**config.mk**
```make
export PLATFORM = sky130hd
export DESIGN_NAME = arc_rate_gain_ctrl
export DESIGN_NICKNAME = d
export VERILOG_FILES = /design/src/verilog/arc_pkg.sv /design/src/verilog/arc_rate_gain_ctrl.sv
export SDC_FILE = /design/constraint.sdc
export NUM_CORES = 1
export LEC_CHECK = 0
export BUFFER_PORTS_ARGS = -buffer_cell sky130_fd_sc_hd__buf_2
export CAP_MARGIN = 20
export CORE_ASPECT_RATIO = 0.75
export CORE_MARGIN = 1.5
export CORE_UTILIZATION = 50
export CTS_CLUSTER_SIZE = 25
export DETAILED_ROUTE_END_ITERATION = 8
export GPL_TIMING_DRIVEN = 0
export MAX_ROUTING_LAYER = met4
export PLACE_DENSITY = 0.75
export REMOVE_ABC_BUFFERS = 1
export SYNTH_ARGS = -nofsm -noshare
export SYNTH_HDL_FRONTEND = slang
export SYNTH_SLANG_ARGS = --single-unit
```
**constraint.sdc**
```tcl
create_clock -name i_core_clk -period 4.85 [get_ports i_core_clk]
set_input_delay 0.2425 -clock i_core_clk [delete_from_list [all_inputs] [get_ports i_core_clk]]
set_output_delay 0.2425 -clock i_core_clk [all_outputs]
set_load 0.1 [all_outputs]
```
**src/verilog/arc_pkg.sv**
```systemverilog
`default_nettype none
package arc_pkg;
   // register byte offsets
   localparam logic [7:0] ARC_CTRL_OFS = 8'h00;
   localparam logic [7:0] ARC_STAT_OFS = 8'h04;
   localparam logic [7:0] ARC_CNT_OFS = 8'h08;
   localparam logic [7:0] ARC_CHCFG_OFS = 8'h10;
   // control register fields
   localparam int ARC_CTRL_MODE_LSB = 0;
   localparam int ARC_CTRL_FIXCAL_BIT = 2;
   localparam int ARC_CTRL_DETECT_BIT = 3;
   localparam int ARC_CTRL_RUN_BIT = 4;
   localparam int ARC_CTRL_LAST_LSB = 8;
   // status register fields
   localparam int ARC_STAT_EXTERNAL_CRYSTAL_BIT = 0;
   localparam int ARC_STAT_OSC_BIT = 1;
   localparam int ARC_STAT_CH_LSB = 4;
   localparam int ARC_STAT_OFSRUN_LSB = 8;
   localparam int ARC_STAT_GNRUN_LSB = 12;
   // converter clock divisors and correction overhead (converter clocks)
   localparam logic [23:0] ARC_SLOW_DIV = 24'h041000;
   localparam logic [23:0] ARC_FAST_DIV = 24'h004100;
   localparam logic [23:0] ARC_CAL_EXTRA = 24'h001040;
   localparam logic [23:0] ARC_OFS_EXTRA = 24'h000000;
   // reset values and gain and rate thresholds
   localparam logic [2:0] ARC_RATE_RST = 3'h7;
   localparam logic [2:0] ARC_GAIN_RST = 3'h0;
   localparam logic [2:0] ARC_GAIN_FIXED_MIN = 3'h4;
   localparam logic [2:0] ARC_RATE_MAINS_MAX = 3'h3;

   typedef enum logic [1:0] {
      BG_CAL_OFF = 2'b00,
      OFFSET_CORRECT_GAIN_ESTIMATE = 2'b01,
      OFFSET_GAIN_CORRECT = 2'b10,
      OFFSET_GAIN_ESTIMATE = 2'b11
   } arc_bgmode_t;

   typedef enum logic [0:0] {
      ST_IDLE = 1'b0,
      ST_CONV = 1'b1
   } arc_state_t;

   // channel_config_reg layout
   typedef struct packed {
      logic buf_en;
      logic [2:0] gain;
      logic rsvd;
      logic [2:0] rate;
   } arc_chcfg_t;

   typedef struct packed {
      logic fixed_stage_on;
      logic [1:0] pga_code;
      logic input_buffer_on;
   } arc_path_t;
endpackage : arc_pkg
`default_nettype wire

```
**src/verilog/arc_rate_gain_ctrl.sv**
```systemverilog
`default_nettype none
module arc_rate_gain_ctrl
   import arc_pkg::*;
#(
   parameter int NUM_CH = 4,
   parameter logic [23:0] SLOW_DIV = ARC_SLOW_DIV,
   parameter logic [23:0] FAST_DIV = ARC_FAST_DIV,
   parameter logic [23:0] CAL_EXTRA = ARC_CAL_EXTRA,
   parameter logic [23:0] OFS_EXTRA = ARC_OFS_EXTRA
) (
   // clock and reset
   input wire logic i_core_clk,
   input wire logic i_sys_rst,
   // apb slave
   input wire logic i_psel,
   input wire logic i_penable,
   input wire logic i_pwrite,
   input wire logic [7:0] i_paddr,
   input wire logic [31:0] i_pwdata,
   output logic [31:0] o_prdata,
   output logic o_pready,
   output logic o_pslverr,
   // converter clock and oscillator
   input wire logic i_mod_clk_tick,
   input wire logic i_external_crystal_present,
   output logic o_int_osc_en,
   output logic o_ext_clk_sel,
   // channel of the last completed conversion, signal path of the channel under conversion
   output logic [1:0] o_active_ch,
   output logic o_fixed_stage_on,
   output logic [1:0] o_pga_code,
   output logic o_input_buffer_on,
   output logic o_mains_reject,
   // background calibration control
   output logic o_offset_measure,
   output logic o_gain_measure,
   output logic o_offset_from_run,
   output logic o_gain_from_run,
   // conversion result strobe
   output logic o_conv_done,
   output logic [1:0] o_done_ch
);
   localparam logic [1:0] CH_MAX = 2'(NUM_CH - 1);

   function automatic logic [23:0] arc_period(input logic [2:0] rate, input logic [1:0] mode,
                                              input logic fixcal);
      logic [23:0] base;
      logic [23:0] extra;
      base = rate[2] ? FAST_DIV : SLOW_DIV;
      extra = 24'h000000;
      if (mode == OFFSET_GAIN_CORRECT && !fixcal) begin
         extra = CAL_EXTRA;
      end else if (mode == OFFSET_GAIN_CORRECT || mode == OFFSET_CORRECT_GAIN_ESTIMATE) begin
         extra = OFS_EXTRA;
      end
      return 24'(base << (2'h3 - rate[1:0])) + extra;
   endfunction : arc_period

   function automatic arc_path_t arc_path(input arc_chcfg_t cfg);
      arc_path_t p;
      p.fixed_stage_on = (cfg.gain >= ARC_GAIN_FIXED_MIN);
      p.pga_code = cfg.gain[1:0];
      p.input_buffer_on = (cfg.gain >= ARC_GAIN_FIXED_MIN) | cfg.buf_en;
      return p;
   endfunction : arc_path

   // registers
   arc_chcfg_t cfg_ff [NUM_CH];
   arc_bgmode_t mode_ff;
   logic fixcal_ff;
   logic detect_ff;
   logic run_ff;
   logic [1:0] last_ch_ff;
   arc_state_t state_ff;
   logic [1:0] ch_ff;
   logic [23:0] cnt_ff;
   logic [15:0] result_cnt_ff;
   logic [NUM_CH-1:0] ofs_run_ff;
   logic [NUM_CH-1:0] gain_run_ff;
   logic [31:0] prdata_ff;
   logic pready_ff;
   logic pslverr_ff;
   arc_path_t path_ff;
   logic int_osc_ff;
   logic ext_sel_ff;
   logic mains_ff;
   logic ofs_meas_ff;
   logic gain_meas_ff;
   logic ofs_src_ff;
   logic gain_src_ff;
   logic done_ff;
   logic [1:0] done_ch_ff;

   // bus decode
   wire logic setup = i_psel & ~i_penable;
   wire logic commit = i_psel & i_penable & pready_ff;
   wire logic wr_ctrl = commit & i_pwrite & (i_paddr == ARC_CTRL_OFS);
   wire logic wr_cnt = commit & i_pwrite & (i_paddr == ARC_CNT_OFS);
   wire logic [7:0] ch_ofs = i_paddr - ARC_CHCFG_OFS;
   wire logic is_ch = (i_paddr >= ARC_CHCFG_OFS) && (ch_ofs[7:2] < 6'(NUM_CH))
                      && (i_paddr[1:0] == 2'h0);
   wire logic [1:0] ch_idx = ch_ofs[3:2];
   wire logic mapped = is_ch || (i_paddr == ARC_CTRL_OFS) || (i_paddr == ARC_STAT_OFS)
                       || (i_paddr == ARC_CNT_OFS);
   wire logic wr_ch = commit & i_pwrite & is_ch;

   // conversion sequencing
   wire logic [1:0] last_eff = (last_ch_ff > CH_MAX) ? CH_MAX : last_ch_ff;
   wire arc_chcfg_t cur_cfg = cfg_ff[ch_ff];
   wire logic [23:0] cur_period = arc_period(cur_cfg.rate, mode_ff, fixcal_ff);
   wire logic conv_end = (state_ff == ST_CONV) & i_mod_clk_tick
                         & (cnt_ff >= cur_period - 24'h000001); // no stall on shorter rate
   wire logic [1:0] ch_next = (ch_ff >= last_eff) ? 2'h0 : ch_ff + 2'h1;
   wire logic ofs_corr = (mode_ff == OFFSET_CORRECT_GAIN_ESTIMATE)
                         | (mode_ff == OFFSET_GAIN_CORRECT);
   wire logic gain_corr = (mode_ff == OFFSET_GAIN_CORRECT);
   wire logic external_crystal_use = detect_ff & i_external_crystal_present;
   wire arc_path_t nxt_path = arc_path(cur_cfg);

   wire logic [31:0] stat_word = {16'h0000, 4'(gain_run_ff), 4'(ofs_run_ff),
                                  2'h0, ch_ff, 2'h0, ~external_crystal_use, external_crystal_use};
   wire logic [31:0] ctrl_word = {22'h000000, last_ch_ff, 3'h0, run_ff, detect_ff,
                                  fixcal_ff, mode_ff};
   wire logic [31:0] rd_word = is_ch ? {24'h000000, cfg_ff[ch_idx]} :
                               (i_paddr == ARC_CTRL_OFS) ? ctrl_word :
                               (i_paddr == ARC_STAT_OFS) ? stat_word :
                               (i_paddr == ARC_CNT_OFS) ? {16'h0000, result_cnt_ff} :
                               32'h00000000;

   // apb: one wait state, registered answer
   always_ff @(posedge i_core_clk) begin
      if (i_sys_rst) begin
         pready_ff <= 1'b0;
         pslverr_ff <= 1'b0;
         prdata_ff <= 32'h00000000;
      end else begin
         pready_ff <= i_psel & i_penable & ~pready_ff;
         pslverr_ff <= i_psel & i_penable & ~pready_ff & ~mapped;
         if (setup) begin
            prdata_ff <= i_pwrite ? 32'h00000000 : rd_word;
         end
      end
   end

   // per-channel gain, buffer and rate settings
   always_ff @(posedge i_core_clk) begin
      if (i_sys_rst) begin
         for (int i = 0; i < NUM_CH; i++) begin
            cfg_ff[i] <= '{buf_en: 1'b0, gain: ARC_GAIN_RST, rsvd: 1'b0, rate: ARC_RATE_RST};
         end
      end else if (wr_ch) begin
         cfg_ff[ch_idx] <= '{buf_en: i_pwdata[7], gain: i_pwdata[6:4], rsvd: 1'b0,
                            rate: i_pwdata[2:0]};
      end
   end

   always_ff @(posedge i_core_clk) begin
      if (i_sys_rst) begin
         mode_ff <= BG_CAL_OFF;
         fixcal_ff <= 1'b0;
         detect_ff <= 1'b0;
         run_ff <= 1'b0;
         last_ch_ff <= 2'h0;
      end else if (wr_ctrl) begin
         mode_ff <= arc_bgmode_t'(i_pwdata[ARC_CTRL_MODE_LSB +: 2]);
         fixcal_ff <= i_pwdata[ARC_CTRL_FIXCAL_BIT];
         detect_ff <= i_pwdata[ARC_CTRL_DETECT_BIT];
         run_ff <= i_pwdata[ARC_CTRL_RUN_BIT];
         last_ch_ff <= i_pwdata[ARC_CTRL_LAST_LSB +: 2];
      end
   end

   // conversion timing: one result per channel period, round robin
   always_ff @(posedge i_core_clk) begin
      if (i_sys_rst) begin
         state_ff <= ST_IDLE;
         ch_ff <= 2'h0;
         cnt_ff <= 24'h000000;
      end else begin
         case (state_ff)
            ST_IDLE: begin
               cnt_ff <= 24'h000000;
               ch_ff <= 2'h0;
               if (run_ff) begin
                  state_ff <= ST_CONV;
               end
            end
            ST_CONV: begin
               if (!run_ff) begin
                  state_ff <= ST_IDLE;
               end else if (conv_end) begin
                  cnt_ff <= 24'h000000;
                  ch_ff <= ch_next;
               end else if (i_mod_clk_tick) begin
                  cnt_ff <= cnt_ff + 24'h000001;
               end
            end
            default: begin
               state_ff <= ST_IDLE;
            end
         endcase
      end
   end

   // results counter: software clear loses no result, the new count wins
   always_ff @(posedge i_core_clk) begin
      if (i_sys_rst) begin
         result_cnt_ff <= 16'h0000;
      end else if (conv_end) begin
         result_cnt_ff <= wr_cnt ? 16'h0001 : result_cnt_ff + 16'h0001;
      end else if (wr_cnt) begin
         result_cnt_ff <= 16'h0000;
      end
   end

   // coefficients from a completed correction run, per channel
   always_ff @(posedge i_core_clk) begin
      if (i_sys_rst) begin
         ofs_run_ff <= '0;
         gain_run_ff <= '0;
      end else if (conv_end) begin
         if (ofs_corr) begin
            ofs_run_ff[ch_ff] <= 1'b1;
         end
         if (gain_corr) begin
            gain_run_ff[ch_ff] <= 1'b1;
         end
      end
   end

   // registered outputs
   always_ff @(posedge i_core_clk) begin
      if (i_sys_rst) begin
         path_ff <= '0;
         int_osc_ff <= 1'b1;
         ext_sel_ff <= 1'b0;
         mains_ff <= 1'b0;
         ofs_meas_ff <= 1'b0;
         gain_meas_ff <= 1'b0;
         ofs_src_ff <= 1'b0;
         gain_src_ff <= 1'b0;
         done_ff <= 1'b0;
         done_ch_ff <= 2'h0;
      end else begin
         path_ff <= nxt_path;
         int_osc_ff <= ~external_crystal_use;
         ext_sel_ff <= external_crystal_use;
         mains_ff <= (cur_cfg.rate <= ARC_RATE_MAINS_MAX);
         ofs_meas_ff <= ofs_corr & (state_ff == ST_CONV);
         gain_meas_ff <= gain_corr & (state_ff == ST_CONV);
         ofs_src_ff <= ofs_run_ff[ch_ff];
         gain_src_ff <= gain_run_ff[ch_ff];
         done_ff <= conv_end;
         if (conv_end) begin
            done_ch_ff <= ch_ff;
         end
      end
   end

   assign o_prdata = prdata_ff;
   assign o_pready = pready_ff;
   assign o_pslverr = pslverr_ff;
   assign o_int_osc_en = int_osc_ff;
   assign o_ext_clk_sel = ext_sel_ff;
   assign o_active_ch = done_ch_ff;
   assign o_fixed_stage_on = path_ff.fixed_stage_on;
   assign o_pga_code = path_ff.pga_code;
   assign o_input_buffer_on = path_ff.input_buffer_on;
   assign o_mains_reject = mains_ff;
   assign o_offset_measure = ofs_meas_ff;
   assign o_gain_measure = gain_meas_ff;
   assign o_offset_from_run = ofs_src_ff;
   assign o_gain_from_run = gain_src_ff;
   assign o_conv_done = done_ff;
   assign o_done_ch = done_ch_ff;

   // checks
   AST_GAIN_SPLIT: assert property (@(posedge i_core_clk) disable iff (i_sys_rst)
      1'b1 |=> (o_fixed_stage_on == $past(cur_cfg.gain[2])) && (o_pga_code == $past(cur_cfg.gain[1:0])))
      else $error("gain split wrong");
   AST_BUF_FORCED: assert property (@(posedge i_core_clk) disable iff (i_sys_rst)
      (cur_cfg.gain >= ARC_GAIN_FIXED_MIN) |=> o_input_buffer_on)
      else $error("buffer not forced at high gain");
   AST_BUF_SELECT: assert property (@(posedge i_core_clk) disable iff (i_sys_rst)
      (cur_cfg.gain < ARC_GAIN_FIXED_MIN) |=> (o_input_buffer_on == $past(cur_cfg.buf_en)))
      else $error("buffer ignores enable bit");
   AST_OSC_OFF: assert property (@(posedge i_core_clk) disable iff (i_sys_rst)
      (detect_ff && i_external_crystal_present) |=> (!o_int_osc_en && o_ext_clk_sel))
      else $error("internal oscillator left on");
   AST_RATE_RST: assert property (@(posedge i_core_clk)
      i_sys_rst |=> (cfg_ff[0].rate == ARC_RATE_RST))
      else $error("reset rate not fastest");
   AST_PERIOD: assert property (@(posedge i_core_clk) disable iff (i_sys_rst)
      (mode_ff == BG_CAL_OFF && cur_cfg.rate[1:0] == 2'h3)
      |-> (cur_period == (cur_cfg.rate[2] ? FAST_DIV : SLOW_DIV)))
      else $error("conversion period wrong");
   AST_SCAN_NEXT: assert property (@(posedge i_core_clk) disable iff (i_sys_rst)
      (conv_end && run_ff) |=> (ch_ff == $past(ch_next)) && o_conv_done)
      else $error("scan did not advance");
   AST_MAINS: assert property (@(posedge i_core_clk) disable iff (i_sys_rst)
      (cur_cfg.rate > ARC_RATE_MAINS_MAX) |=> !o_mains_reject)
      else $error("mains flag at fast rate");
   AST_PENALTY: assert property (@(posedge i_core_clk) disable iff (i_sys_rst)
      (mode_ff == OFFSET_GAIN_CORRECT && !fixcal_ff && cur_cfg.rate == 3'h7)
      |-> (cur_period == FAST_DIV + CAL_EXTRA))
      else $error("correction overhead missing");
   AST_EST_KEEP: assert property (@(posedge i_core_clk) disable iff (i_sys_rst)
      (mode_ff == OFFSET_GAIN_ESTIMATE) |=> $stable(ofs_run_ff) && $stable(gain_run_ff))
      else $error("estimation altered run coefficients");
endmodule : arc_rate_gain_ctrl
`default_nettype wire

```
==> run_summary.xml, run 1 <==
<?xml version="1.0" encoding="UTF-8"?>
<metrics>
  <group name="finish">
    <metric name="share_of_post_route_cells_with_drive_strength_above_1" unit="">0.2482</metric>
    <metric name="final_common_cell" unit="">dfxtp_1</metric>
    <metric name="area_of_combinational_cells_with_multiple_inputs" unit="mm²">0.004063</metric>
    <metric name="layout.nets" unit="">895</metric>
    <metric name="syn_to_final_growth" unit="%">21.83</metric>
    <metric name="fin_util" unit="">0.6286</metric>
    <metric name="num-fill-cells" unit="">1073</metric>
    <metric name="layout.cells.non_filler" unit="">997</metric>
    <metric name="antenna_cells" unit="">0</metric>
    <metric name="seqCellArea" unit="mm²">0.002690</metric>
    <metric name="layout_common_cells" unit="">dfxtp_1, nor2_1, buf_2</metric>
  </group>
  <group name="synth">
    <metric name="syn-instance-count" unit="">725</metric>
    <metric name="synth-edff-count" unit="">28</metric>
    <metric name="seq_area_frac_synth" unit="">0.3967</metric>
    <metric name="synthesis.area_per_instance" unit="µm²">9.328</metric>
    <metric name="synth_ff_type" unit="">dfxtp_1</metric>
    <metric name="async_reset_ff_frac" unit="">0</metric>
    <metric name="synth.yosys.warnings" unit="">0</metric>
    <metric name="synth_area_leaders" unit="">dfxtp_1, edfxtp_1, ha_1, mux4_2, nor2_1</metric>
    <metric name="synth_seq_cells" unit="">120</metric>
    <metric name="netlist.top_cell.by_area" unit="">dfxtp_1</metric>
    <metric name="mappedNetlistArea" unit="mm²">0.006763</metric>
    <metric name="synth.distinct_cells" unit="">71</metric>
    <metric name="synth_top_area_frac" unit="">0.2723</metric>
  </group>
  <group name="drt">
    <metric name="num_vias" unit="">5885</metric>
    <metric name="drt_wl_cell" unit="µm">18.40</metric>
    <metric name="detail_route.first_pass.iterations" unit="">5</metric>
    <metric name="postRouteAntennaNets" unit="">0</metric>
    <metric name="post-route-drc-count" unit="">0</metric>
    <metric name="wl" unit="µm">18350</metric>
    <metric name="dr.first_iter.drc_count" unit="">438</metric>
    <metric name="route.detailed.vias_per_inst" unit="">5.903</metric>
  </group>
  <group name="placement">
    <metric name="place.gp.congestion" unit="">0.9163</metric>
    <metric name="io_buffers" unit="">58</metric>
    <metric name="total_placed_cells_including_tap_cells" unit="">924</metric>
    <metric name="hpwlAfterDp" unit="µm">11670</metric>
  </group>
  <group name="outcome">
    <metric name="result_of_the_run" unit="">finished clean</metric>
  </group>
  <group name="cts">
    <metric name="tritoncts" unit="">done</metric>
    <metric name="cts_buffers" unit="">17</metric>
    <metric name="cts.hold.buffers_added" unit="">0</metric>
    <metric name="cts.root.buffer_cell" unit="">clkbuf_16</metric>
    <metric name="source_to_sink_clock_delay_at_the_later_pin_of_the_worst_skew_pair" unit="ps">410</metric>
    <metric name="bufs_on_longest_clock_path" unit="">2</metric>
    <metric name="numClockSinks" unit="">120</metric>
    <metric name="htree_levels" unit="">4</metric>
    <metric name="clock_pin_slew_on_the_worst_setup_and_hold_paths" unit="ps">60</metric>
  </group>
  <group name="sta">
    <metric name="smallest_hold_slack" unit="ps">71.70</metric>
    <metric name="final.setup_skew" unit="ps">12.68</metric>
    <metric name="final_min_period_over_clock_period" unit="">0.9587</metric>
    <metric name="report.final.slew_viol_count" unit="">0</metric>
    <metric name="worst_margin_slew" unit="ps">917.5</metric>
    <metric name="setup_repair_after_global_routing_missed_its_margin" unit="">yes</metric>
    <metric name="fmax" unit="GHz">0.2151</metric>
    <metric name="period_minus_slack" unit="ps">4649</metric>
    <metric name="finalSetupViolCount" unit="">0</metric>
    <metric name="max_slew_margin" unit="">0.3827</metric>
    <metric name="final-hold-violation-count" unit="">0</metric>
  </group>
  <group name="grt">
    <metric name="grt_antenna_before_repair" unit="">0</metric>
    <metric name="grt_first_pass_wirelength" unit="µm">28940</metric>
    <metric name="first_global_vias" unit="">5730</metric>
    <metric name="grt_max_degree" unit="">40</metric>
    <metric name="globalRoute.totalOverflow" unit="">0</metric>
    <metric name="groute.usage.overall" unit="">0.2680</metric>
  </group>
  <group name="worst_setup_path">
    <metric name="timing.critical_path.required" unit="ps">5120</metric>
    <metric name="cp-start-kind" unit="">register</metric>
    <metric name="timing_worst_setup_path_type" unit="">reg -&gt; reg</metric>
    <metric name="worstPathArrival" unit="ps">4920</metric>
    <metric name="worstSetupEndpointType" unit="">register</metric>
    <metric name="cp_max_fo" unit="">6</metric>
    <metric name="worst-r2r-cell-count" unit="">22</metric>
  </group>
  <group name="floorplanning">
    <metric name="die_x" unit="µm">137.3</metric>
    <metric name="ios" unit="">97</metric>
    <metric name="die_h" unit="µm">103.7</metric>
    <metric name="coreArea" unit="mm²">0.01311</metric>
    <metric name="die_area" unit="mm²">0.01424</metric>
    <metric name="core.rowCount" unit="">36</metric>
    <metric name="starting_density_of_the_core" unit="">0.5159</metric>
  </group>
  <group name="run">
    <metric name="cap_viol_max_count" unit="">0</metric>
  </group>
  <group name="min_path">
    <metric name="timing.hold.worst_path_depth" unit="">3</metric>
    <metric name="hold_path_class" unit="">in -&gt; reg</metric>
  </group>
  <group name="power_and_ir_drop">
    <metric name="cellLeakagePower" unit="µW">0.003179</metric>
    <metric name="power.ir.vdd_worst" unit="V">0.0002566</metric>
    <metric name="power-per-cell-area" unit="mW/mm²">303.6</metric>
  </group>
</metrics>
[registers in the layout, indices dropped and copies added, names as in the netlist, 2 cells and up, named ones only]
name           cells
ofs_run_ff         4
o_prdata          16
last_ch_ff         2
mode_ff            2
ch_ff              2
o_pga_code         2
gain_run_ff        4
o_active_ch        2
result_cnt_ff     16
cnt_ff            24
cfg_ff            28
[critical path, cell delays in order (launching register included)]
cell and delay (ps):
dfxtp_4 390, mux4_2 530, and2_4 200, nand2_4 80
ha_4 130, inv_2 40, ha_4 150, and2b_2 250
o21a_1 170, o21ai_1 70, o211ai_1 80, nand3_1 160
buf_4 170, buf_4 120, a21oi_1 190, ha_1 280
a21o_1 160, a21o_1 170, a21oi_1 250, o211ai_4 200
or2_2 380, a41oi_1 270, nor2_1 70
[metal layers]
| metal | global-route usage | up-vias | part of all wire |
|---|---|---|---|
| li1 | - | 2773 | - |
| met1 | 0.3567 | 2809 | 0.44 |
| met2 | 0.4124 | 270 | 0.48 |
| met3 | 0.04993 | 33 | 0.070 |
| met4 | 0.08647 | 0 | 0.019 |
| met5 | - | - | 0 |
[where the power goes]
group	internal, µW	switching (µW)
Sequential	1030	3.28
Combinational	35.6	131
Clock	814	491
[cells in the mapped netlist (5+ instances only)]
library cell	count
and3_1	12
mux2i_1	20
o21ai_0	25
a22oi_1	10
and2_1	24
mux4_2	16
buf_2	9
o31ai_1	5
o211ai_1	8
xor2_1	13
inv_1	16
ha_1	35
buf_4	18
nor3_1	9
edfxtp_1	28
nand3_1	23
a41oi_1	8
nand2b_1	17
or3_1	16
nand2_1	53
a21o_1	6
dfxtp_1	92
xnor2_1	22
clkbuf_1	15
nand4_1	15
a21oi_1	41
nor2b_1	10
nor2_1	91
o21ai_1	6
[cells by family after synthesis]
family                     Yosys count  share of synthesized area
buffers and inverters               64                    0.04958
and+or+nand+nor                    294                     0.2198
AOI/OAI and AO/OA                  139                     0.1388
adders and majority gates           35                    0.06475
muxes                               37                    0.08455
DFF                                120                     0.3967
xor gates and xnor gates            35                    0.04533
other                                1                  0.0005545
[worst paths after layout]
path                                          start                     endpoint  slack [ps]
worst min register to register  o_pready$_SDFF_PP0_          o_pready$_SDFF_PP0_         480
worst max register to register             register  gain_run_ff[1]$_SDFFE_PP0P_         200
worst max-delay path                       register  gain_run_ff[1]$_SDFFE_PP0P_         200
worst min-delay path                    i_pwdata[3]       detect_ff$_SDFFE_PP0P_          70
[metrics by stage]
stage	total power [µW]	TNS, ps	instance area, µm²	worst slack, ps
2_1_floorplan	1163	-5494	6548	-284.4
3_3_place_gp	1206	-49410	7052	-1451
3_5_place_dp	1209	-43150	7067	-1022
4_1_cts	2503	0	7973	4.563
5_1_grt	2564	-325.4	8239	-58.65
6_report	2501	0	8239	200.5
[area by class of cell]
type / instances / area share
well taps: 171 / 0.02597
multi-input cells: 559 / 0.4931
flip-flops and latches: 120 / 0.3265
clock buffers: 19 / 0.05254
clock inverters: 13 / 0.02065
repair buffers: 98 / 0.07259
inverters: 17 / 0.008656
[timing repair]
action                                  in CTS  in global routing
pin swaps                                   11                 20
endpoints found under the setup margin      55                 55
gates cloned                                 3                  0
setup buffers                               24                 14
gates resized for setup                     20                 33
(Power assumes the default switching activity.)
==> run 2, diff against run 1 <==
--- a/config.mk
+++ b/config.mk
@@ -5,6 +5,7 @@
 export SDC_FILE = /design/constraint.sdc
 export NUM_CORES = 1
 export LEC_CHECK = 0
+export ABC_AREA = 1
 export BUFFER_PORTS_ARGS = -buffer_cell sky130_fd_sc_hd__buf_2
 export CAP_MARGIN = 20
 export CORE_ASPECT_RATIO = 0.75
@@ -14,7 +15,7 @@
 export DETAILED_ROUTE_END_ITERATION = 8
 export GPL_TIMING_DRIVEN = 0
 export MAX_ROUTING_LAYER = met4
-export PLACE_DENSITY = 0.75
+export PLACE_DENSITY = 0.74
 export REMOVE_ABC_BUFFERS = 1
 export SYNTH_ARGS = -nofsm -noshare
 export SYNTH_HDL_FRONTEND = slang
==> run_summary.xml, run 2 <==
<?xml version="1.0" encoding="UTF-8"?>
<metrics>
  <group name="synth">
    <metric name="synth_commonest_cells" unit="">nand2_1, nor2_1, inv_1, dfxtp_1, nand3_1</metric>
    <metric name="synth_ff_type" unit="">dfxtp_1</metric>
    <metric name="synth_area_leaders" unit="">dfxtp_1, edfxtp_1, nand2_1, nor2_1, ha_1</metric>
    <metric name="seq_area_frac_synth" unit="">0.3702</metric>
    <metric name="netlist.top_cell.by_area" unit="">dfxtp_1</metric>
    <metric name="synth_seq_cells" unit="">120</metric>
    <metric name="synth.yosys.warnings" unit="">0</metric>
    <metric name="synth_top_area_frac" unit="">0.2541</metric>
    <metric name="synthesis.area_per_instance" unit="µm²">7.387</metric>
    <metric name="synth.distinct_cells" unit="">51</metric>
    <metric name="synth-edff-count" unit="">28</metric>
    <metric name="mappedNetlistArea" unit="mm²">0.007247</metric>
    <metric name="synth_most_common_cell" unit="">nand2_1</metric>
    <metric name="syn-instance-count" unit="">981</metric>
    <metric name="async_reset_ff_frac" unit="">0</metric>
  </group>
  <group name="worst_setup_path">
    <metric name="worstPathArrival" unit="ps">4680</metric>
    <metric name="timing.critical_path.required" unit="ps">5190</metric>
    <metric name="cp_slowest_cell" unit="">dfxtp_4</metric>
    <metric name="cp-start-kind" unit="">register</metric>
    <metric name="cp_common_cell" unit="">nand2_1</metric>
    <metric name="cp_max_fo" unit="">22</metric>
    <metric name="number_of_buffer_and_inverter_instances_along_the_worst_setup_path" unit="">4</metric>
    <metric name="cp_top_family" unit="">simple AND/OR/NAND/NOR gates</metric>
    <metric name="timing_worst_setup_path_type" unit="">reg -&gt; reg</metric>
    <metric name="critical_path.max_stage_delay" unit="ps">480</metric>
    <metric name="worstSetupEndpointType" unit="">register</metric>
  </group>
  <group name="sta">
    <metric name="final.setup.worst_slack" unit="ps">514.4</metric>
    <metric name="period_minus_slack" unit="ps">4336</metric>
    <metric name="finalSetupViolCount" unit="">0</metric>
    <metric name="max_slew_margin" unit="">0.2791</metric>
    <metric name="setup_repair_after_global_routing_missed_its_margin" unit="">no</metric>
    <metric name="fmax" unit="GHz">0.2306</metric>
    <metric name="final-hold-violation-count" unit="">0</metric>
    <metric name="final_min_period_over_clock_period" unit="">0.8939</metric>
    <metric name="final.setup_skew" unit="ps">10.40</metric>
    <metric name="report.final.slew_viol_count" unit="">0</metric>
    <metric name="worst_margin_slew" unit="ps">1081</metric>
  </group>
  <group name="drt">
    <metric name="post-route-drc-count" unit="">0</metric>
    <metric name="detail_route.first_pass.iterations" unit="">7</metric>
    <metric name="num_vias" unit="">6767</metric>
    <metric name="dr.first_iter.drc_count" unit="">737</metric>
    <metric name="wl" unit="µm">18590</metric>
    <metric name="postRouteAntennaNets" unit="">0</metric>
    <metric name="route.detailed.vias_per_inst" unit="">5.453</metric>
    <metric name="drt_wl_cell" unit="µm">14.98</metric>
  </group>
  <group name="floorplanning">
    <metric name="die_x" unit="µm">142.0</metric>
    <metric name="ios" unit="">97</metric>
    <metric name="core.rowCount" unit="">37</metric>
    <metric name="coreArea" unit="mm²">0.01393</metric>
    <metric name="die_h" unit="µm">107.3</metric>
    <metric name="starting_density_of_the_core" unit="">0.5201</metric>
    <metric name="die_area" unit="mm²">0.01523</metric>
  </group>
  <group name="placement">
    <metric name="hpwlAfterDp" unit="µm">13130</metric>
    <metric name="io_buffers" unit="">58</metric>
    <metric name="detailedPlace.worstSlack" unit="ps">-440.8</metric>
    <metric name="place.gp.congestion" unit="">0.9177</metric>
    <metric name="total_placed_cells_including_tap_cells" unit="">1208</metric>
  </group>
  <group name="run">
    <metric name="cap_viol_max_count" unit="">0</metric>
  </group>
  <group name="power_and_ir_drop">
    <metric name="share_clk_of_total_power" unit="">0.507</metric>
    <metric name="cellLeakagePower" unit="µW">0.003453</metric>
    <metric name="p_sw_frac" unit="">0.2682</metric>
    <metric name="power-per-cell-area" unit="mW/mm²">295.6</metric>
    <metric name="power.ir.vdd_worst" unit="V">0.0002757</metric>
    <metric name="switching_power" unit="µW">647.7</metric>
    <metric name="seq_power_share" unit="">0.427</metric>
    <metric name="cellInternalPower" unit="µW">1767</metric>
    <metric name="share_comb_of_total_power" unit="">0.066</metric>
  </group>
  <group name="cts">
    <metric name="source_to_sink_clock_delay_at_the_later_pin_of_the_worst_skew_pair" unit="ps">430</metric>
    <metric name="cts_buffers" unit="">17</metric>
    <metric name="htree_levels" unit="">4</metric>
    <metric name="numClockSinks" unit="">120</metric>
    <metric name="cts.root.buffer_cell" unit="">clkbuf_16</metric>
    <metric name="ctsResizeCount" unit="">3</metric>
    <metric name="clock_pin_slew_on_the_worst_setup_and_hold_paths" unit="ps">60</metric>
    <metric name="tritoncts" unit="">done</metric>
    <metric name="cts.hold.buffers_added" unit="">0</metric>
    <metric name="bufs_on_longest_clock_path" unit="">2</metric>
    <metric name="post-cts-setup-buffers" unit="">0</metric>
  </group>
  <group name="grt">
    <metric name="globalRoute.totalOverflow" unit="">0</metric>
    <metric name="grt_antenna_before_repair" unit="">0</metric>
    <metric name="groute.usage.overall" unit="">0.2586</metric>
    <metric name="grt_max_degree" unit="">54</metric>
    <metric name="grt_first_pass_wirelength" unit="µm">29870</metric>
    <metric name="first_global_vias" unit="">5924</metric>
  </group>
  <group name="finish">
    <metric name="layout.cells.non_filler" unit="">1241</metric>
    <metric name="largest_register_ffs" unit="">28</metric>
    <metric name="num-fill-cells" unit="">1267</metric>
    <metric name="share_of_post_route_cells_with_drive_strength_above_1" unit="">0.1520</metric>
    <metric name="antenna_cells" unit="">0</metric>
    <metric name="largest_registers" unit="">cfg_ff x28, cnt_ff x24</metric>
    <metric name="layout_common_cells" unit="">nand2_1, nor2_1, inv_1</metric>
    <metric name="final_common_cell" unit="">nand2_1</metric>
    <metric name="syn_to_final_growth" unit="%">12.72</metric>
    <metric name="layout.nets" unit="">1115</metric>
    <metric name="regMostFlops" unit="">cfg_ff</metric>
  </group>
  <group name="min_path">
    <metric name="hold_path_class" unit="">in -&gt; reg</metric>
  </group>
  <group name="outcome">
    <metric name="result_of_the_run" unit="">finished clean</metric>
  </group>
</metrics>
run 2: logic make-up (layout without fill, tap and decap cells):
| kind of cell | Yosys count | count (layout) | share of synthesized area |
|---|---|---|---|
| other | 1 | 16 | 0.0005175 |
| xor gates and xnor gates | 27 | 27 | 0.03263 |
| and+or+nand+nor | 489 | 489 | 0.3204 |
| adders and majority gates | 35 | 35 | 0.06043 |
| AOI/OAI and AO/OA | 156 | 156 | 0.1195 |
| DFF | 120 | 120 | 0.3702 |
| buffers and inverters | 153 | 203 | 0.09634 |
run 2: worst reg2reg max path, stage by stage, from the launching register on:
cell,delay [ps]
dfxtp_4,480
inv_6,130
nand2_1,130
nand3_2,100
nand2_4,150
nand3_2,180
nand2_1,110
inv_1,60
ha_1,280
inv_1,170
nor2_1,70
nor2_1,240
o21bai_2,120
nand2_1,90
nand2_1,50
nand2_1,60
nand2_1,60
ha_1,270
nand2_1,70
nor2_1,140
nand4_1,130
nor2_1,110
nand3_1,90
nand3_2,210
nand2_4,220
inv_4,260
nand3_1,130
a21oi_1,150
run 2: cell type report:
cell class,instances,area [µm²],share of cell area
clock buffers,17,425.4,0.05208
clock inverters,15,142.6,0.01746
inverters,109,419.2,0.05131
flip-flops and latches,120,2688,0.3290
multi-input cells,723,3933,0.4814
well taps,195,244.0,0.02987
repair buffers,62,317.8,0.03890
run 2: final timing paths:
| path | startpoint | depth (start not counted) | to | slack [ps] |
|---|---|---|---|---|
| setup / recovery | register | 27 | gain_run_ff[0]$_SDFFE_PP0P_ | 510 |
| hold / removal | i_penable | 3 | o_pready$_SDFF_PP0_ | 70 |
| setup reg to reg | register | 27 | gain_run_ff[0]$_SDFFE_PP0P_ | 510 |
| hold reg to reg | o_prdata[2]$_SDFFE_PP0P_ | 2 | o_prdata[2]$_SDFFE_PP0P_ | 460 |
run 2: metal layers:
metal,vias up,wire [µm],track usage
met2,258,7971,0.3735
li1,3333,-,-
met5,-,0,-
met3,28,1359,0.04537
met1,3148,8997,0.3697
met4,0,257,0.07732
run 2: power by group through the flow:
stage,clock network [µW],registers [µW],logic [µW]
after CTS,1220,1030,158
after detailed placement,0,1050,157
final,1220,1030,160
after global routing,1280,1030,170
after floorplan,0,1070,99.8
after global placement,0,1050,154
run 2: through the flow:
step / util / hold slack, ps / instance area [µm²] / total power (µW) / setup TNS (ps)
2_1_floorplan: - / 311.6 / 7022 / 1168 / 0
3_3_place_gp: 0.5422 / 453.1 / 7556 / 1208 / -7490
3_5_place_dp: 0.5439 / 455.4 / 7579 / 1210 / -7940
4_1_cts: 0.5851 / 70.28 / 8153 / 2413 / 0
5_1_grt: 0.5862 / 81.66 / 8169 / 2481 / 0
6_report: 0.5862 / 73.70 / 8169 / 2415 / 0
==> run 3, diff against run 2 <==
--- a/config.mk
+++ b/config.mk
@@ -10,12 +10,13 @@
 export CAP_MARGIN = 20
 export CORE_ASPECT_RATIO = 0.75
 export CORE_MARGIN = 1.5
-export CORE_UTILIZATION = 50
+export CORE_UTILIZATION = 32
+export CTS_CLUSTER_DIAMETER = 200
 export CTS_CLUSTER_SIZE = 25
 export DETAILED_ROUTE_END_ITERATION = 8
 export GPL_TIMING_DRIVEN = 0
 export MAX_ROUTING_LAYER = met4
-export PLACE_DENSITY = 0.74
+export PLACE_DENSITY = 0.52
 export REMOVE_ABC_BUFFERS = 1
 export SYNTH_ARGS = -nofsm -noshare
 export SYNTH_HDL_FRONTEND = slang
==> run_summary.xml, run 3 (synthesized netlist as in run 2, its figures left out) <==
<?xml version="1.0" encoding="UTF-8"?>
<metrics>
  <group name="outcome">
    <metric name="result_of_the_run" unit="">finished clean</metric>
  </group>
  <group name="run">
    <metric name="cap_viol_max_count" unit="">0</metric>
  </group>
  <group name="sta">
    <metric name="final-hold-violation-count" unit="">0</metric>
    <metric name="worst_margin_slew" unit="ps">785.3</metric>
    <metric name="final_min_period_over_clock_period" unit="">0.8961</metric>
    <metric name="report.final.slew_viol_count" unit="">0</metric>
    <metric name="fmax" unit="GHz">0.2301</metric>
    <metric name="setup_repair_after_global_routing_missed_its_margin" unit="">no</metric>
    <metric name="period_minus_slack" unit="ps">4346</metric>
    <metric name="smallest_hold_slack" unit="ps">86.48</metric>
    <metric name="final.setup_skew" unit="ps">15.15</metric>
    <metric name="max_slew_margin" unit="">0.4746</metric>
    <metric name="finalSetupViolCount" unit="">0</metric>
  </group>
  <group name="drt">
    <metric name="detail_route.first_pass.iterations" unit="">7</metric>
    <metric name="dr.first_iter.drc_count" unit="">518</metric>
    <metric name="route.detailed.vias_per_inst" unit="">4.872</metric>
    <metric name="postRouteAntennaNets" unit="">0</metric>
    <metric name="num_vias" unit="">6533</metric>
    <metric name="post-route-drc-count" unit="">0</metric>
    <metric name="drt_wl_cell" unit="µm">14.70</metric>
    <metric name="wl" unit="µm">19720</metric>
  </group>
  <group name="floorplanning">
    <metric name="starting_density_of_the_core" unit="">0.3269</metric>
    <metric name="die_area" unit="mm²">0.02357</metric>
    <metric name="coreArea" unit="mm²">0.02217</metric>
    <metric name="core.rowCount" unit="">47</metric>
    <metric name="die_x" unit="µm">176.8</metric>
    <metric name="ios" unit="">97</metric>
    <metric name="die_h" unit="µm">133.3</metric>
  </group>
  <group name="cts">
    <metric name="clock_pin_slew_on_the_worst_setup_and_hold_paths" unit="ps">60</metric>
    <metric name="bufs_on_longest_clock_path" unit="">2</metric>
    <metric name="cts_buffers" unit="">17</metric>
    <metric name="source_to_sink_clock_delay_at_the_later_pin_of_the_worst_skew_pair" unit="ps">420</metric>
    <metric name="cts.root.buffer_cell" unit="">clkbuf_16</metric>
    <metric name="numClockSinks" unit="">120</metric>
    <metric name="post-cts-setup-buffers" unit="">0</metric>
    <metric name="htree_levels" unit="">4</metric>
    <metric name="tritoncts" unit="">done</metric>
  </group>
  <group name="worst_setup_path">
    <metric name="worstPathArrival" unit="ps">4690</metric>
    <metric name="critical_path.max_stage_delay" unit="ps">550</metric>
    <metric name="cp-start-kind" unit="">register</metric>
    <metric name="cp_top_family" unit="">simple AND/OR/NAND/NOR gates</metric>
    <metric name="cp_max_fo" unit="">22</metric>
    <metric name="timing_worst_setup_path_type" unit="">reg -&gt; reg</metric>
    <metric name="cp_slowest_cell" unit="">dfxtp_2</metric>
    <metric name="number_of_buffer_and_inverter_instances_along_the_worst_setup_path" unit="">4</metric>
    <metric name="worstSetupEndpointType" unit="">register</metric>
    <metric name="timing.critical_path.required" unit="ps">5190</metric>
  </group>
  <group name="grt">
    <metric name="grt_first_pass_wirelength" unit="µm">31750</metric>
    <metric name="first_global_vias" unit="">5892</metric>
    <metric name="globalRoute.totalOverflow" unit="">0</metric>
    <metric name="grt_antenna_before_repair" unit="">0</metric>
    <metric name="groute.usage.overall" unit="">0.1789</metric>
    <metric name="grt_max_degree" unit="">30</metric>
  </group>
  <group name="power_and_ir_drop">
    <metric name="power.ir.vdd_worst" unit="V">0.0002347</metric>
    <metric name="cellLeakagePower" unit="µW">0.003482</metric>
    <metric name="share_comb_of_total_power" unit="">0.067</metric>
    <metric name="seq_power_share" unit="">0.421</metric>
    <metric name="power-per-cell-area" unit="mW/mm²">293.8</metric>
    <metric name="switching_power" unit="µW">634.9</metric>
    <metric name="p_sw_frac" unit="">0.2594</metric>
    <metric name="cellInternalPower" unit="µW">1813</metric>
    <metric name="share_clk_of_total_power" unit="">0.512</metric>
  </group>
  <group name="placement">
    <metric name="hpwlAfterDp" unit="µm">14580</metric>
    <metric name="io_buffers" unit="">58</metric>
    <metric name="place.gp.congestion" unit="">0.8499</metric>
    <metric name="placed_cell_area" unit="mm²">0.007727</metric>
  </group>
  <group name="finish">
    <metric name="syn_to_final_growth" unit="%">14.97</metric>
    <metric name="antenna_cells" unit="">0</metric>
    <metric name="layout_common_cells" unit="">nand2_1, nor2_1, inv_1</metric>
    <metric name="layout.nets" unit="">1116</metric>
    <metric name="largest_registers" unit="">cfg_ff x28, cnt_ff x24</metric>
    <metric name="regMostFlops" unit="">cfg_ff</metric>
    <metric name="largest_register_ffs" unit="">28</metric>
    <metric name="share_of_post_route_cells_with_drive_strength_above_1" unit="">0.1519</metric>
    <metric name="final_common_cell" unit="">nand2_1</metric>
    <metric name="fin_area" unit="mm²">0.008332</metric>
  </group>
  <group name="min_path">
    <metric name="hold_path_startpoint" unit="">i_pwdata[3]</metric>
    <metric name="hold_path_class" unit="">in -&gt; reg</metric>
  </group>
</metrics>
## run 3: final timing paths
path / to / slack [ps] / depth (start not counted)
max: gain_run_ff[0]$_SDFFE_PP0P_ / 500 / 26
max reg2reg: gain_run_ff[0]$_SDFFE_PP0P_ / 500 / 26
min reg2reg: o_pready$_SDFF_PP0_ / 460 / 1
min: detect_ff$_SDFFE_PP0P_ / 90 / 3
## run 3: through the flow
step                utilization  setup slack [ps]  power [µW]  TNS (ps)  instances
finish                   0.3758             503.9        2448         0       1341
global route             0.3758             24.60        2535         0       1341
CTS                      0.3749             122.6        2471         0       1341
detailed placement       0.3486            -608.8        1217    -12650       1309
global placement         0.3464            -732.3        1212    -15820       1304
floorplan                     -             722.9        1168         0        952
## run 3: worst min-delay path, delay by kind of cell
family | cells | cell delay, ps
and+or+nand+nor | 2 | 130
buffers and inverters | 1 | 100
## run 3: layout make-up
class / count / area [µm²]
multi-input combinational: 723 / 3938
clock inverter: 15 / 151.4
fill: 2381 / 13840
sequential: 120 / 2688
tap: 294 / 367.9
inverter: 109 / 424.2
clock buffer: 17 / 425.4
timing repair buffer: 63 / 337.8
## run 3: power by group through the flow
stage	clock (µW)	combinational [µW]	sequential, µW
after floorplan	0	99.8	1070
after global placement	0	159	1050
after detailed placement	0	163	1050
after CTS	1280	164	1030
after global routing	1330	176	1030
final	1250	164	1030
## run 3: per-layer routing
| metal | vias up | share of wire | wire [µm] | GRT usage |
|---|---|---|---|---|
| li1 | 3342 | - | - | - |
| met1 | 3031 | 0.55 | 10760 | 0.2713 |
| met2 | 155 | 0.40 | 7953 | 0.2362 |
| met3 | 5 | 0.046 | 899 | 0.03282 |
| met4 | 0 | 0.0052 | 102 | 0.05132 |
| met5 | - | 0 | 0 | - |
## run 3: what timing repair did
item | CTS | global route
gates resized for setup | 4 | 6
cloned | 0 | 0
hold buffers | 0 | 0
endpoints found under the setup margin | 34 | 45
